`config.mk`:
```
export PLATFORM = sky130hd
export DESIGN_NAME = misc_system_instr_exec
export DESIGN_NICKNAME = d
export VERILOG_FILES = /design/src/misc_sys_pkg.sv /design/src/misc_system_instr_exec.sv
export SDC_FILE = /design/constraint.sdc
export NUM_CORES = 1
export LEC_CHECK = 0
export ABC_CLOCK_PERIOD_IN_PS = 5000
export BUFFER_PORTS_ARGS = -buffer_cell sky130_fd_sc_hd__buf_2
export CORE_MARGIN = 3
export CORE_UTILIZATION = 33
export DETAILED_ROUTE_END_ITERATION = 7
export GPL_ROUTABILITY_DRIVEN = 0
export PLACE_DENSITY = 0.57
export REMOVE_ABC_BUFFERS = 1
export SYNTH_ARGS = -nofsm -noshare
export SYNTH_HDL_FRONTEND = slang
export SYNTH_SLANG_ARGS = --single-unit
```
`constraint.sdc`:
```
create_clock -name clk -period 5 [get_ports clk]
set_input_delay 0.5 -clock clk [delete_from_list [all_inputs] [get_ports clk]]
set_output_delay 0.5 -clock clk [all_outputs]
set_load 0.005 [all_outputs]
```
`src/misc_sys_pkg.sv`:
```
package misc_sys_pkg;

  // Operation codes presented by the decode stage.
  typedef enum logic [3:0] {
    OP_NONE,
    OP_BREAKPOINT,
    OP_CHANGE_STATE,
    OP_DMB,
    OP_DSB,
    OP_ISB,
    OP_READ_SPECIAL,
    OP_WRITE_SPECIAL,
    OP_NOP,
    OP_SEND_EVENT,
    OP_SUPERVISOR_CALL,
    OP_WAIT_EVENT,
    OP_WAIT_INTERRUPT
  } op_e;

  // Special register selectors.
  typedef enum logic [2:0] {
    SR_APP_STATUS,
    SR_PROG_STATUS,
    SR_PRIO_MASK,
    SR_FAULT_MASK,
    SR_BASE_PRIO,
    SR_MAX_PRIO_ALIAS
  } sreg_e;

  // Sequencer states.
  typedef enum logic [2:0] {
    ST_RUN,
    ST_DRAIN_DMB,
    ST_DRAIN_DSB,
    ST_SLEEP_EVENT,
    ST_SLEEP_INT,
    ST_HALTED
  } seq_e;

  // Field positions inside the 32-bit status word.
  localparam int FLAG_LSB = 27;
  localparam int FLAG_MSB = 31;
  localparam int EXC_LSB = 0;
  localparam int EXC_MSB = 8;
  localparam logic [31:0] APP_STATUS_MASK = 32'hF800_0000;
  localparam logic [31:0] PSR_RESET = 32'h0100_0000;
  localparam logic [7:0] BASE_PRIO_RESET = 8'h00;

  // One instruction handed over by the decode stage.
  typedef struct packed {
    logic valid;
    op_e op;
    logic cond_pass;
    logic in_cond_block;
    logic disable_form;
    logic sel_prio;
    logic sel_fault;
    sreg_e sreg;
    logic [31:0] src;
    logic [7:0] imm;
  } instr_s;

  // Architectural and sequencing state of the block.
  typedef struct packed {
    seq_e seq;
    logic prio_mask;
    logic fault_mask;
    logic [7:0] base_prio;
    logic [31:0] program_status_reg;
    logic event_reg;
    logic [31:0] rd_data;
    logic rd_valid;
    logic svc_req;
    logic [7:0] svc_imm;
    logic breakpoint_instr_req;
    logic [7:0] breakpoint_instr_imm;
    logic sev_out;
    logic flush;
    logic [2:0] ev_sync;
  } state_s;

endpackage : misc_sys_pkg

```
`src/misc_system_instr_exec.sv`:
```
`timescale 1ns/1ns
module misc_system_instr_exec (
  input wire logic clk, // Core clock, 10 MHz.
  input wire logic reset, // Synchronous active-high reset.
  input wire misc_sys_pkg::instr_s instr, // Instruction from decode.
  input wire logic privileged, // Core is in privileged mode.
  input wire logic mem_later_pending, // A later memory access waits to issue.
  input wire logic mem_outstanding, // Earlier explicit accesses not complete.
  input wire logic exc_unmasked, // Unmasked exception is ready to take.
  input wire logic exc_any, // Any exception occurs, masked or not.
  input wire logic exc_new_pending, // Exception just entered pending.
  input wire logic send_on_pending_bit, // Wake on new pending exception.
  input wire logic debug_req, // Debug entry request.
  input wire logic debug_enabled, // Debug is enabled.
  input wire logic ext_event, // Event pin from outside, asynchronous.
  output logic instr_ready, // Block accepts the presented instruction.
  output logic mem_issue_allow, // Later memory accesses may issue.
  output logic pipeline_flush, // One-cycle refetch request.
  output logic sleeping, // Core execution is suspended.
  output logic halted, // Core is in debug halt.
  output logic [7:0] breakpoint_instr_imm, // Immediate of the last breakpoint.
  output logic svc_req, // One-cycle supervisor call exception request.
  output logic [7:0] svc_imm, // Immediate kept for the handler.
  output logic sev_out, // One-cycle event to other processors.
  output logic [31:0] rd_data, // Special register read result.
  output logic rd_valid, // Read result valid, one cycle.
  output logic prio_mask, // Interrupt priority mask.
  output logic fault_mask, // Fault mask.
  output logic [7:0] base_prio, // Base priority mask.
  output logic [31:0] program_status_reg, // Program status register.
  output logic event_reg // Local event register.
);

  misc_sys_pkg::state_s st_ff;
  misc_sys_pkg::state_s nxt_st;
  logic executes;
  logic ev_seen;
  logic [31:0] psr_mask;

  // The breakpoint ignores its condition; everything else needs a pass.
  assign executes = instr.valid && (instr.cond_pass || instr.op == misc_sys_pkg::OP_BREAKPOINT);
  // The external event is read only after its second flop.
  assign ev_seen = st_ff.ev_sync[1] && !st_ff.ev_sync[2];
  // Only a privileged write of the whole status word reaches past the flag field.
  assign psr_mask = (privileged && instr.sreg == misc_sys_pkg::SR_PROG_STATUS) ? 32'hFFFF_FFFF
                    : misc_sys_pkg::APP_STATUS_MASK;

  // Next-state logic for every instruction of the group.
  always_comb begin
    nxt_st = st_ff;
    nxt_st.rd_valid = 1'b0;
    nxt_st.svc_req = 1'b0;
    nxt_st.sev_out = 1'b0;
    nxt_st.flush = 1'b0;
    nxt_st.ev_sync = {st_ff.ev_sync[1:0], ext_event};
    if (ev_seen) begin
      nxt_st.event_reg = 1'b1;
    end
    instr_ready = 1'b0;
    unique case (st_ff.seq)
      misc_sys_pkg::ST_RUN, misc_sys_pkg::ST_DRAIN_DMB: begin
        // Non-memory instructions keep executing while a memory barrier drains.
        // A sleep or halt begun mid-drain ends the drain early; a known limitation.
        instr_ready = 1'b1;
        if (st_ff.seq == misc_sys_pkg::ST_DRAIN_DMB && !mem_outstanding) begin
          nxt_st.seq = misc_sys_pkg::ST_RUN;
        end
        if (executes) begin
          unique case (instr.op)
            misc_sys_pkg::OP_BREAKPOINT: begin
              nxt_st.seq = misc_sys_pkg::ST_HALTED;
              nxt_st.breakpoint_instr_imm = instr.imm;
            end
            misc_sys_pkg::OP_CHANGE_STATE: begin
              if (privileged) begin
                if (instr.sel_prio) begin
                  nxt_st.prio_mask = instr.disable_form;
                end
                if (instr.sel_fault) begin
                  nxt_st.fault_mask = instr.disable_form;
                end
              end
            end
            misc_sys_pkg::OP_DMB: begin
              if (mem_outstanding) begin
                nxt_st.seq = misc_sys_pkg::ST_DRAIN_DMB;
              end
            end
            misc_sys_pkg::OP_DSB: begin
              instr_ready = !mem_outstanding;
              if (mem_outstanding) begin
                nxt_st.seq = misc_sys_pkg::ST_DRAIN_DSB;
              end
            end
            misc_sys_pkg::OP_ISB: begin
              nxt_st.flush = 1'b1;
            end
            misc_sys_pkg::OP_READ_SPECIAL: begin
              nxt_st.rd_valid = 1'b1;
              unique case (instr.sreg)
                misc_sys_pkg::SR_APP_STATUS: nxt_st.rd_data = st_ff.program_status_reg & misc_sys_pkg::APP_STATUS_MASK;
                misc_sys_pkg::SR_PROG_STATUS: nxt_st.rd_data = st_ff.program_status_reg;
                misc_sys_pkg::SR_PRIO_MASK: nxt_st.rd_data = {31'h0, st_ff.prio_mask};
                misc_sys_pkg::SR_FAULT_MASK: nxt_st.rd_data = {31'h0, st_ff.fault_mask};
                default: nxt_st.rd_data = {24'h0, st_ff.base_prio};
              endcase
            end
            misc_sys_pkg::OP_WRITE_SPECIAL: begin
              unique case (instr.sreg)
                misc_sys_pkg::SR_APP_STATUS, misc_sys_pkg::SR_PROG_STATUS: begin
                  // Flags come straight from the source word.
                  nxt_st.program_status_reg = (st_ff.program_status_reg & ~psr_mask) | (instr.src & psr_mask);
                end
                misc_sys_pkg::SR_PRIO_MASK: begin
                  if (privileged) nxt_st.prio_mask = instr.src[0];
                end
                misc_sys_pkg::SR_FAULT_MASK: begin
                  if (privileged) nxt_st.fault_mask = instr.src[0];
                end
                misc_sys_pkg::SR_BASE_PRIO: begin
                  if (privileged) nxt_st.base_prio = instr.src[7:0];
                end
                default: begin
                  if (privileged && instr.src[7:0] != 8'h00 && (st_ff.base_prio == 8'h00
                      || instr.src[7:0] < st_ff.base_prio)) begin
                    nxt_st.base_prio = instr.src[7:0];
                  end
                end
              endcase
            end
            misc_sys_pkg::OP_SEND_EVENT: begin
              nxt_st.sev_out = 1'b1;
              nxt_st.event_reg = 1'b1;
            end
            misc_sys_pkg::OP_SUPERVISOR_CALL: begin
              nxt_st.svc_req = 1'b1;
              nxt_st.svc_imm = instr.imm;
            end
            misc_sys_pkg::OP_WAIT_EVENT: begin
              if (st_ff.event_reg || ev_seen) begin
                // A new event in the very cycle of the clear survives it only when the event register was already set.
                nxt_st.event_reg = st_ff.event_reg && ev_seen;
              end else begin
                nxt_st.seq = misc_sys_pkg::ST_SLEEP_EVENT;
              end
            end
            misc_sys_pkg::OP_WAIT_INTERRUPT: begin
              nxt_st.seq = misc_sys_pkg::ST_SLEEP_INT;
            end
            misc_sys_pkg::OP_NOP: begin
              // Retires at once with no effect; decode may also drop it early.
              nxt_st.rd_valid = 1'b0;
            end
            default: begin
              // Empty slots retire in one cycle unchanged.
            end
          endcase
        end
      end
      misc_sys_pkg::ST_DRAIN_DSB: begin
        if (!mem_outstanding) nxt_st.seq = misc_sys_pkg::ST_RUN;
      end
      misc_sys_pkg::ST_SLEEP_EVENT: begin
        // Wake condition is consumed, so the event register stays clear.
        if (exc_unmasked || (exc_new_pending && send_on_pending_bit)
            || (debug_req && debug_enabled) || ev_seen) begin
          nxt_st.seq = misc_sys_pkg::ST_RUN;
          nxt_st.event_reg = 1'b0;
        end
      end
      misc_sys_pkg::ST_SLEEP_INT: begin
        if (exc_any || debug_req) nxt_st.seq = misc_sys_pkg::ST_RUN;
      end
      misc_sys_pkg::ST_HALTED: begin
        // Only reset leaves halt; no other input of this block releases it.
      end
      default: nxt_st.seq = misc_sys_pkg::ST_RUN;
    endcase
    if (reset) begin
      nxt_st = '0;
      nxt_st.seq = misc_sys_pkg::ST_RUN;
      nxt_st.program_status_reg = misc_sys_pkg::PSR_RESET;
      nxt_st.base_prio = misc_sys_pkg::BASE_PRIO_RESET;
    end
  end

  // Single register stage for all state.
  always_ff @(posedge clk) begin
    st_ff <= nxt_st;
  end

  // Memory accesses stall behind a draining barrier only.
  assign mem_issue_allow = !(st_ff.seq == misc_sys_pkg::ST_DRAIN_DMB
                             || st_ff.seq == misc_sys_pkg::ST_DRAIN_DSB);
  assign pipeline_flush = st_ff.flush;
  assign sleeping = st_ff.seq == misc_sys_pkg::ST_SLEEP_EVENT
                    || st_ff.seq == misc_sys_pkg::ST_SLEEP_INT;
  assign halted = st_ff.seq == misc_sys_pkg::ST_HALTED;
  assign breakpoint_instr_imm = st_ff.breakpoint_instr_imm;
  assign svc_req = st_ff.svc_req;
  assign svc_imm = st_ff.svc_imm;
  assign sev_out = st_ff.sev_out;
  assign rd_data = st_ff.rd_data;
  assign rd_valid = st_ff.rd_valid;
  assign prio_mask = st_ff.prio_mask;
  assign fault_mask = st_ff.fault_mask;
  assign base_prio = st_ff.base_prio;
  assign program_status_reg = st_ff.program_status_reg;
  assign event_reg = st_ff.event_reg;

  // A failing-condition breakpoint still halts.
  property p_breakpoint_instr_halt;
    @(posedge clk) disable iff (reset)
      (instr_ready && instr.valid && instr.op == misc_sys_pkg::OP_BREAKPOINT
       && st_ff.seq == misc_sys_pkg::ST_RUN) |=> halted;
  endproperty
  a_breakpoint_instr_halt: assert property (p_breakpoint_instr_halt) else $error("breakpoint did not halt");

  property p_cps_unpriv;
    @(posedge clk) disable iff (reset)
      (!privileged && instr.valid && instr.op == misc_sys_pkg::OP_CHANGE_STATE)
      |=> $stable(prio_mask) && $stable(fault_mask);
  endproperty
  a_cps_unpriv: assert property (p_cps_unpriv) else $error("unprivileged mask change");

  property p_cps_set;
    @(posedge clk) disable iff (reset)
      (privileged && executes && st_ff.seq == misc_sys_pkg::ST_RUN && instr.sel_prio
       && instr.op == misc_sys_pkg::OP_CHANGE_STATE) |=> prio_mask == $past(instr.disable_form);
  endproperty
  a_cps_set: assert property (p_cps_set) else $error("priority mask not updated");

  property p_dsb_hold;
    @(posedge clk) disable iff (reset)
      (st_ff.seq == misc_sys_pkg::ST_DRAIN_DSB) |-> !instr_ready && !mem_issue_allow;
  endproperty
  a_dsb_hold: assert property (p_dsb_hold) else $error("sync barrier let work through");

  property p_dmb_flow;
    @(posedge clk) disable iff (reset)
      (st_ff.seq == misc_sys_pkg::ST_DRAIN_DMB) |-> instr_ready && !mem_issue_allow;
  endproperty
  a_dmb_flow: assert property (p_dmb_flow) else $error("memory barrier misordered");

  property p_sev;
    @(posedge clk) disable iff (reset)
      sev_out |-> event_reg ##1 !sev_out;
  endproperty
  a_sev: assert property (p_sev) else $error("send event wrong");

  property p_wfe_set;
    @(posedge clk) disable iff (reset)
      (event_reg && !ev_seen && executes && st_ff.seq == misc_sys_pkg::ST_RUN
       && instr.op == misc_sys_pkg::OP_WAIT_EVENT) |=> !sleeping && !event_reg;
  endproperty
  a_wfe_set: assert property (p_wfe_set) else $error("wait event with event set slept");

  property p_wfi_wake;
    @(posedge clk) disable iff (reset)
      (st_ff.seq == misc_sys_pkg::ST_SLEEP_INT && debug_req) |=> !sleeping;
  endproperty
  a_wfi_wake: assert property (p_wfi_wake) else $error("debug request did not wake");

  property p_svc;
    @(posedge clk) disable iff (reset)
      svc_req |-> $past(instr.op) == misc_sys_pkg::OP_SUPERVISOR_CALL ##1 !svc_req;
  endproperty
  a_svc: assert property (p_svc) else $error("supervisor call pulse wrong");

  // A breakpoint inside a conditional block halts although its condition failed.
  property p_breakpoint_instr_block;
    @(posedge clk) disable iff (reset)
      (instr_ready && instr.valid && instr.in_cond_block && !instr.cond_pass
       && instr.op == misc_sys_pkg::OP_BREAKPOINT) |=> halted;
  endproperty
  a_breakpoint_instr_block: assert property (p_breakpoint_instr_block) else $error("breakpoint skipped");

  property p_halt_hold;
    @(posedge clk) disable iff (reset)
      halted |=> halted && breakpoint_instr_imm == $past(breakpoint_instr_imm);
  endproperty
  a_halt_hold: assert property (p_halt_hold) else $error("halt left early");

  property p_nop;
    @(posedge clk) disable iff (reset)
      (instr_ready && executes && instr.op == misc_sys_pkg::OP_NOP)
      |=> $stable(program_status_reg) && $stable(prio_mask) && $stable(fault_mask) && $stable(base_prio);
  endproperty
  a_nop: assert property (p_nop) else $error("no-operation had an effect");

  property p_flags;
    @(posedge clk) disable iff (reset)
      !(instr_ready && executes && instr.op == misc_sys_pkg::OP_WRITE_SPECIAL)
      |=> $stable(program_status_reg);
  endproperty
  a_flags: assert property (p_flags) else $error("flags changed");

  property p_isb;
    @(posedge clk) disable iff (reset)
      (instr_ready && executes && instr.op == misc_sys_pkg::OP_ISB) |=> pipeline_flush;
  endproperty
  a_isb: assert property (p_isb) else $error("no flush after barrier");

  property p_alias_zero;
    @(posedge clk) disable iff (reset)
      (instr_ready && executes && instr.op == misc_sys_pkg::OP_WRITE_SPECIAL
       && instr.sreg == misc_sys_pkg::SR_MAX_PRIO_ALIAS && instr.src[7:0] == 8'h00)
      |=> $stable(base_prio);
  endproperty
  a_alias_zero: assert property (p_alias_zero) else $error("zero alias write landed");

  property p_unpriv_write;
    @(posedge clk) disable iff (reset)
      (!privileged && instr_ready && executes && instr.op == misc_sys_pkg::OP_WRITE_SPECIAL)
      |=> $stable(prio_mask) && $stable(fault_mask) && $stable(base_prio);
  endproperty
  a_unpriv_write: assert property (p_unpriv_write) else $error("mask write landed");

  property p_unpriv_psr;
    @(posedge clk) disable iff (reset)
      (!privileged && instr_ready && executes && instr.op == misc_sys_pkg::OP_WRITE_SPECIAL)
      |=> (program_status_reg & ~misc_sys_pkg::APP_STATUS_MASK) == ($past(program_status_reg) & ~misc_sys_pkg::APP_STATUS_MASK);
  endproperty
  a_unpriv_psr: assert property (p_unpriv_psr) else $error("status bits written");

  property p_wfe_sleep;
    @(posedge clk) disable iff (reset)
      (!event_reg && !ev_seen && instr_ready && executes
       && instr.op == misc_sys_pkg::OP_WAIT_EVENT) |=> sleeping;
  endproperty
  a_wfe_sleep: assert property (p_wfe_sleep) else $error("wait event did not sleep");

  property p_dmb_later;
    @(posedge clk) disable iff (reset)
      (st_ff.seq == misc_sys_pkg::ST_DRAIN_DMB && mem_later_pending) |-> !mem_issue_allow;
  endproperty
  a_dmb_later: assert property (p_dmb_later) else $error("later access let through");

endmodule : misc_system_instr_exec

```
==> Flow_metrics.wiki <==
{| class="wikitable"
! Metric !! Value
|-
| Post-synth top area share || 42.3%
|-
| Antenna violations before repair || 3
|-
| Clock tree from TritonCTS || built
|-
| Number of standard cells after synthesis || approximately 540
|-
| Setup TNS || 0 ps
|-
| Compound-gate portion of the synthesized area || approximately 15%
|-
| Initial core utilization || about 34%
|-
| Total Power Consumption || 1.65 mW
|-
| Via Count || about 3900
|-
| Clock tree buffer depth || 2
|-
| Ordered cell list for the critical path || nor2_1 > and4_1 > nor3b_4 > and3_1 > a22o_1
|-
| Layout cell share with drive strength beyond 1 || 31.1%
|-
| Number of placed I/O pins || 164
|-
| Post-synth design cell area || between 4000 and 5000 um^2
|-
| Run status || complete, no violations
|-
| Max-cap check violation count || 0
|-
| Latest clock arrival within the worst-skew pair || 350 ps
|-
| Setup violators final || 0
|-
| Cell at the root of the clock tree || sky130_fd_sc_hd__clkbuf_16
|-
| Count of hold-fix buffers inserted at cts || 0
|-
| Post-synth top cells || sky130_fd_sc_hd__dfxtp_1 (101), sky130_fd_sc_hd__buf_4 (89), sky130_fd_sc_hd__nand2_1 (75), sky130_fd_sc_hd__nor2_1 (44), sky130_fd_sc_hd__a21oi_1 (37)
|-
| EDFF count, synth || 0
|-
| Largest fanout on the critical path || 19
|-
| Via count of the first global-routing pass || 3734
|-
| Cell types occupying the most area after synthesis || sky130_fd_sc_hd__dfxtp_1 (42%), sky130_fd_sc_hd__buf_4 (14%), sky130_fd_sc_hd__nand2_1 (5.9%)
|-
| Crit Path Category || flop to flop
|-
| Synth Register Bits || around 100
|-
| Kind of launch point of the worst setup path || flop
|-
| Number of fill cells || roughly 1500
|-
| Count of port buffers added during placement || between 150 and 200
|-
| Initial drt markers || 186
|-
| Count of endpoints failing hold in the final timing report || 0
|-
| Period minus WS final || 2910 ps
|-
| TritonCTS sink count || 101
|-
| Layout-stage area growth over the synthesis result || 12.0%
|-
| Count of instances resized after the clock tree is built || 0
|-
| Number of buffers inserted during clock tree synthesis || 9
|-
| Wire length of the first global-routing pass || ~19 mm
|-
| Synth unique cells || 51
|-
| Maximum number of pins on one net before global-route repair || between 40 and 50
|-
| Total GRT Usage || roughly 15%
|-
| DIE HEIGHT || approximately 130 um
|-
| Unrepaired setup endpoints after global routing || false
|-
| Mean instance size in the synthesized netlist || approximately 9 um^2
|-
| Number of nets with antenna violations after routing || 0
|-
| Core Area || 14000 um^2
|-
| Chip Width || between 100 and 150 um
|-
| Die area || 16000 um^2
|-
| Dominant synthesized flop cell || sky130_fd_sc_hd__dfxtp_1
|-
| Length of the first detailed-routing pass in iterations || 5
|-
| Critical Path Max Stage Delay || 780 ps
|-
| Part of the Yosys area used for sequential elements || about 42%
|-
| Number of standard-cell rows in the floorplan || 43
|-
| Grt ovf || 0
|-
| Max Clock Freq || between 300 and 400 MHz
|-
| Synth async-reset ratio || 0%
|-
| DRC violation count after routing || 0
|-
| Share of the synthesized netlist area taken by xor and xnor gates || less than 1%
|-
| Actual slew at the worst max-slew pin || 1070 ps
|-
| Fraction of the mapped netlist area in adder cells || between 1.5 and 2%
|-
| Power density cells || 308 nW/um^2
|-
| Simple logic cell fraction of the synthesized area || between 10% and 20%
|-
| Total number of yosys warnings || 0
|-
| Half-perimeter wire length after placement || slightly below 9 mm
|-
| Combinational family with the most area after synthesis || buffers and inverters
|-
| Final wirelength || between 10 and 15 mm
|-
| Average routed wire per standard cell || approximately 15 um
|-
| Worst slew margin || 28.9%
|-
| Multiplexer share of the synthesized area || around 5.6%
|-
| Largest voltage drop on the vdd net || between 0.15 and 0.2 mV
|-
| Final Skew || around 7.0 ps
|-
| Cell type with the largest total area after synthesis || sky130_fd_sc_hd__dfxtp_1
|-
| Count of final max-slew check failures || 0
|-
| Critical Path AT || 3200 ps
|-
| H-tree lvl count || 3
|-
| Fin crit share || a little under 60%
|-
| Slowest cell on crit path || sky130_fd_sc_hd__and3_1
|-
| Layout Nets || 674
|-
| Class of the tightest hold or removal check || input pin to flop
|-
| Vias/cell || approximately 5
|-
| Leakage Power || about 2.5 nW
|-
| Most repeated cell in the gate-level netlist after synthesis || sky130_fd_sc_hd__dfxtp_1
|-
| Crit path required time || between 5000 and 6000 ps
|-
| Post-CTS Setup Bufs || 0
|-
| Crit end category || flop
|-
| Clk slew on worst S/H paths || ~70 ps
|}
worst max-delay path: cells and delay by family (launching register included):
kind | cells | cell delay, ps
AOI/OAI and AO/OA | 1 | 230
DFF | 1 | 390
and+or+nand+nor | 4 | 2210
per-layer routing:
| metal | wire length [um] | vias up | GRT usage [%] |
|---|---|---|---|
| met3 | 998 | 15 | 5.52 |
| li1 | - | 1907 | - |
| met2 | 5390 | 135 | 23.9 |
| met5 | 26 | - | 0 |
| met1 | 5450 | 1801 | 19.2 |
| met4 | 145 | 4 | 4.29 |
metrics by stage:
| step | hold WS, ps | setup WS (ps) | instance area (um^2) | util, % | std cells |
|---|---|---|---|---|---|
| 5_1_grt | 384 | 1870 | 5350 | 38.1 | 788 |
| 6_report | 368 | 2090 | 5350 | 38.1 | 788 |
| 4_1_cts | 351 | 2030 | 5350 | 38.1 | 787 |
| 2_1_floorplan | 414 | 2850 | 3990 | - | 428 |
| 3_3_place_gp | 417 | 1940 | 5030 | 35.8 | 771 |
| 3_5_place_dp | 430 | 1870 | 5030 | 35.8 | 771 |
final timing paths:
| check | startpoint | endpoint | slack [ps] | cells after the start |
|---|---|---|---|---|
| max | st_ff[100] | rd_data[15] | 2090 | 5 |
| min | ext_event | st_ff[0] | 370 | 2 |
| max reg2reg | st_ff[100] | rd_data[15] | 2090 | 5 |
| min reg2reg | st_ff[0] | st_ff[1] | 440 | 1 |
area by class of cell:
| class | instances | area [um^2] | area share, % |
|---|---|---|---|
| flip-flops and latches | 101 | 2020 | 37.8 |
| multi-input cells | 315 | 1920 | 35.9 |
| repair buffers | 163 | 821 | 15.3 |
| clock buffers | 10 | 239 | 4.47 |
| well taps | 180 | 225 | 4.21 |
| clock inverters | 6 | 75.1 | 1.40 |
| inverters | 12 | 45.0 | 0.842 |
| diodes | 1 | 2.50 | 0.0468 |
layout by cell type, fill, tap and decap left out, types with 2 or more instances in the layout:
cell	count
sky130_fd_sc_hd__nor3b_1	2
sky130_fd_sc_hd__a31oi_1	2
sky130_fd_sc_hd__a221oi_1	8
sky130_fd_sc_hd__dfxtp_1	101
sky130_fd_sc_hd__nand2_1	75
sky130_fd_sc_hd__clkbuf_16	9
sky130_fd_sc_hd__nor2b_1	7
sky130_fd_sc_hd__nor2_1	44
sky130_fd_sc_hd__or4_1	2
sky130_fd_sc_hd__nor4_1	6
sky130_fd_sc_hd__inv_6	3
sky130_fd_sc_hd__inv_1	12
sky130_fd_sc_hd__and4_1	3
sky130_fd_sc_hd__a211oi_1	2
sky130_fd_sc_hd__and2_1	2
sky130_fd_sc_hd__o211ai_1	3
sky130_fd_sc_hd__nand2b_1	3
sky130_fd_sc_hd__mux2i_1	22
sky130_fd_sc_hd__buf_4	2
sky130_fd_sc_hd__mux2_2	4
sky130_fd_sc_hd__o21a_1	3
sky130_fd_sc_hd__ha_1	7
sky130_fd_sc_hd__a21oi_1	37
sky130_fd_sc_hd__nand4_1	2
sky130_fd_sc_hd__nor3_1	11
sky130_fd_sc_hd__buf_2	161
sky130_fd_sc_hd__a41oi_1	2
sky130_fd_sc_hd__a22o_1	27
sky130_fd_sc_hd__and3_1	3
sky130_fd_sc_hd__o21ai_0	8
sky130_fd_sc_hd__nand3_1	11
power by group:
group	switching [mW]	internal, mW
Combinational	0.0602	0.0393
Clock	0.324	0.411
Sequential	0.00314	0.808
Total	0.387	1.26
cell families after synthesis:
logic type	count (synthesis)
flops	101
compound gates	104
buf+inv	127
xor+xnor	1
fa+ha+maj	7
mux	26
simple gates	177
Power figures use the tool's default switching activity.
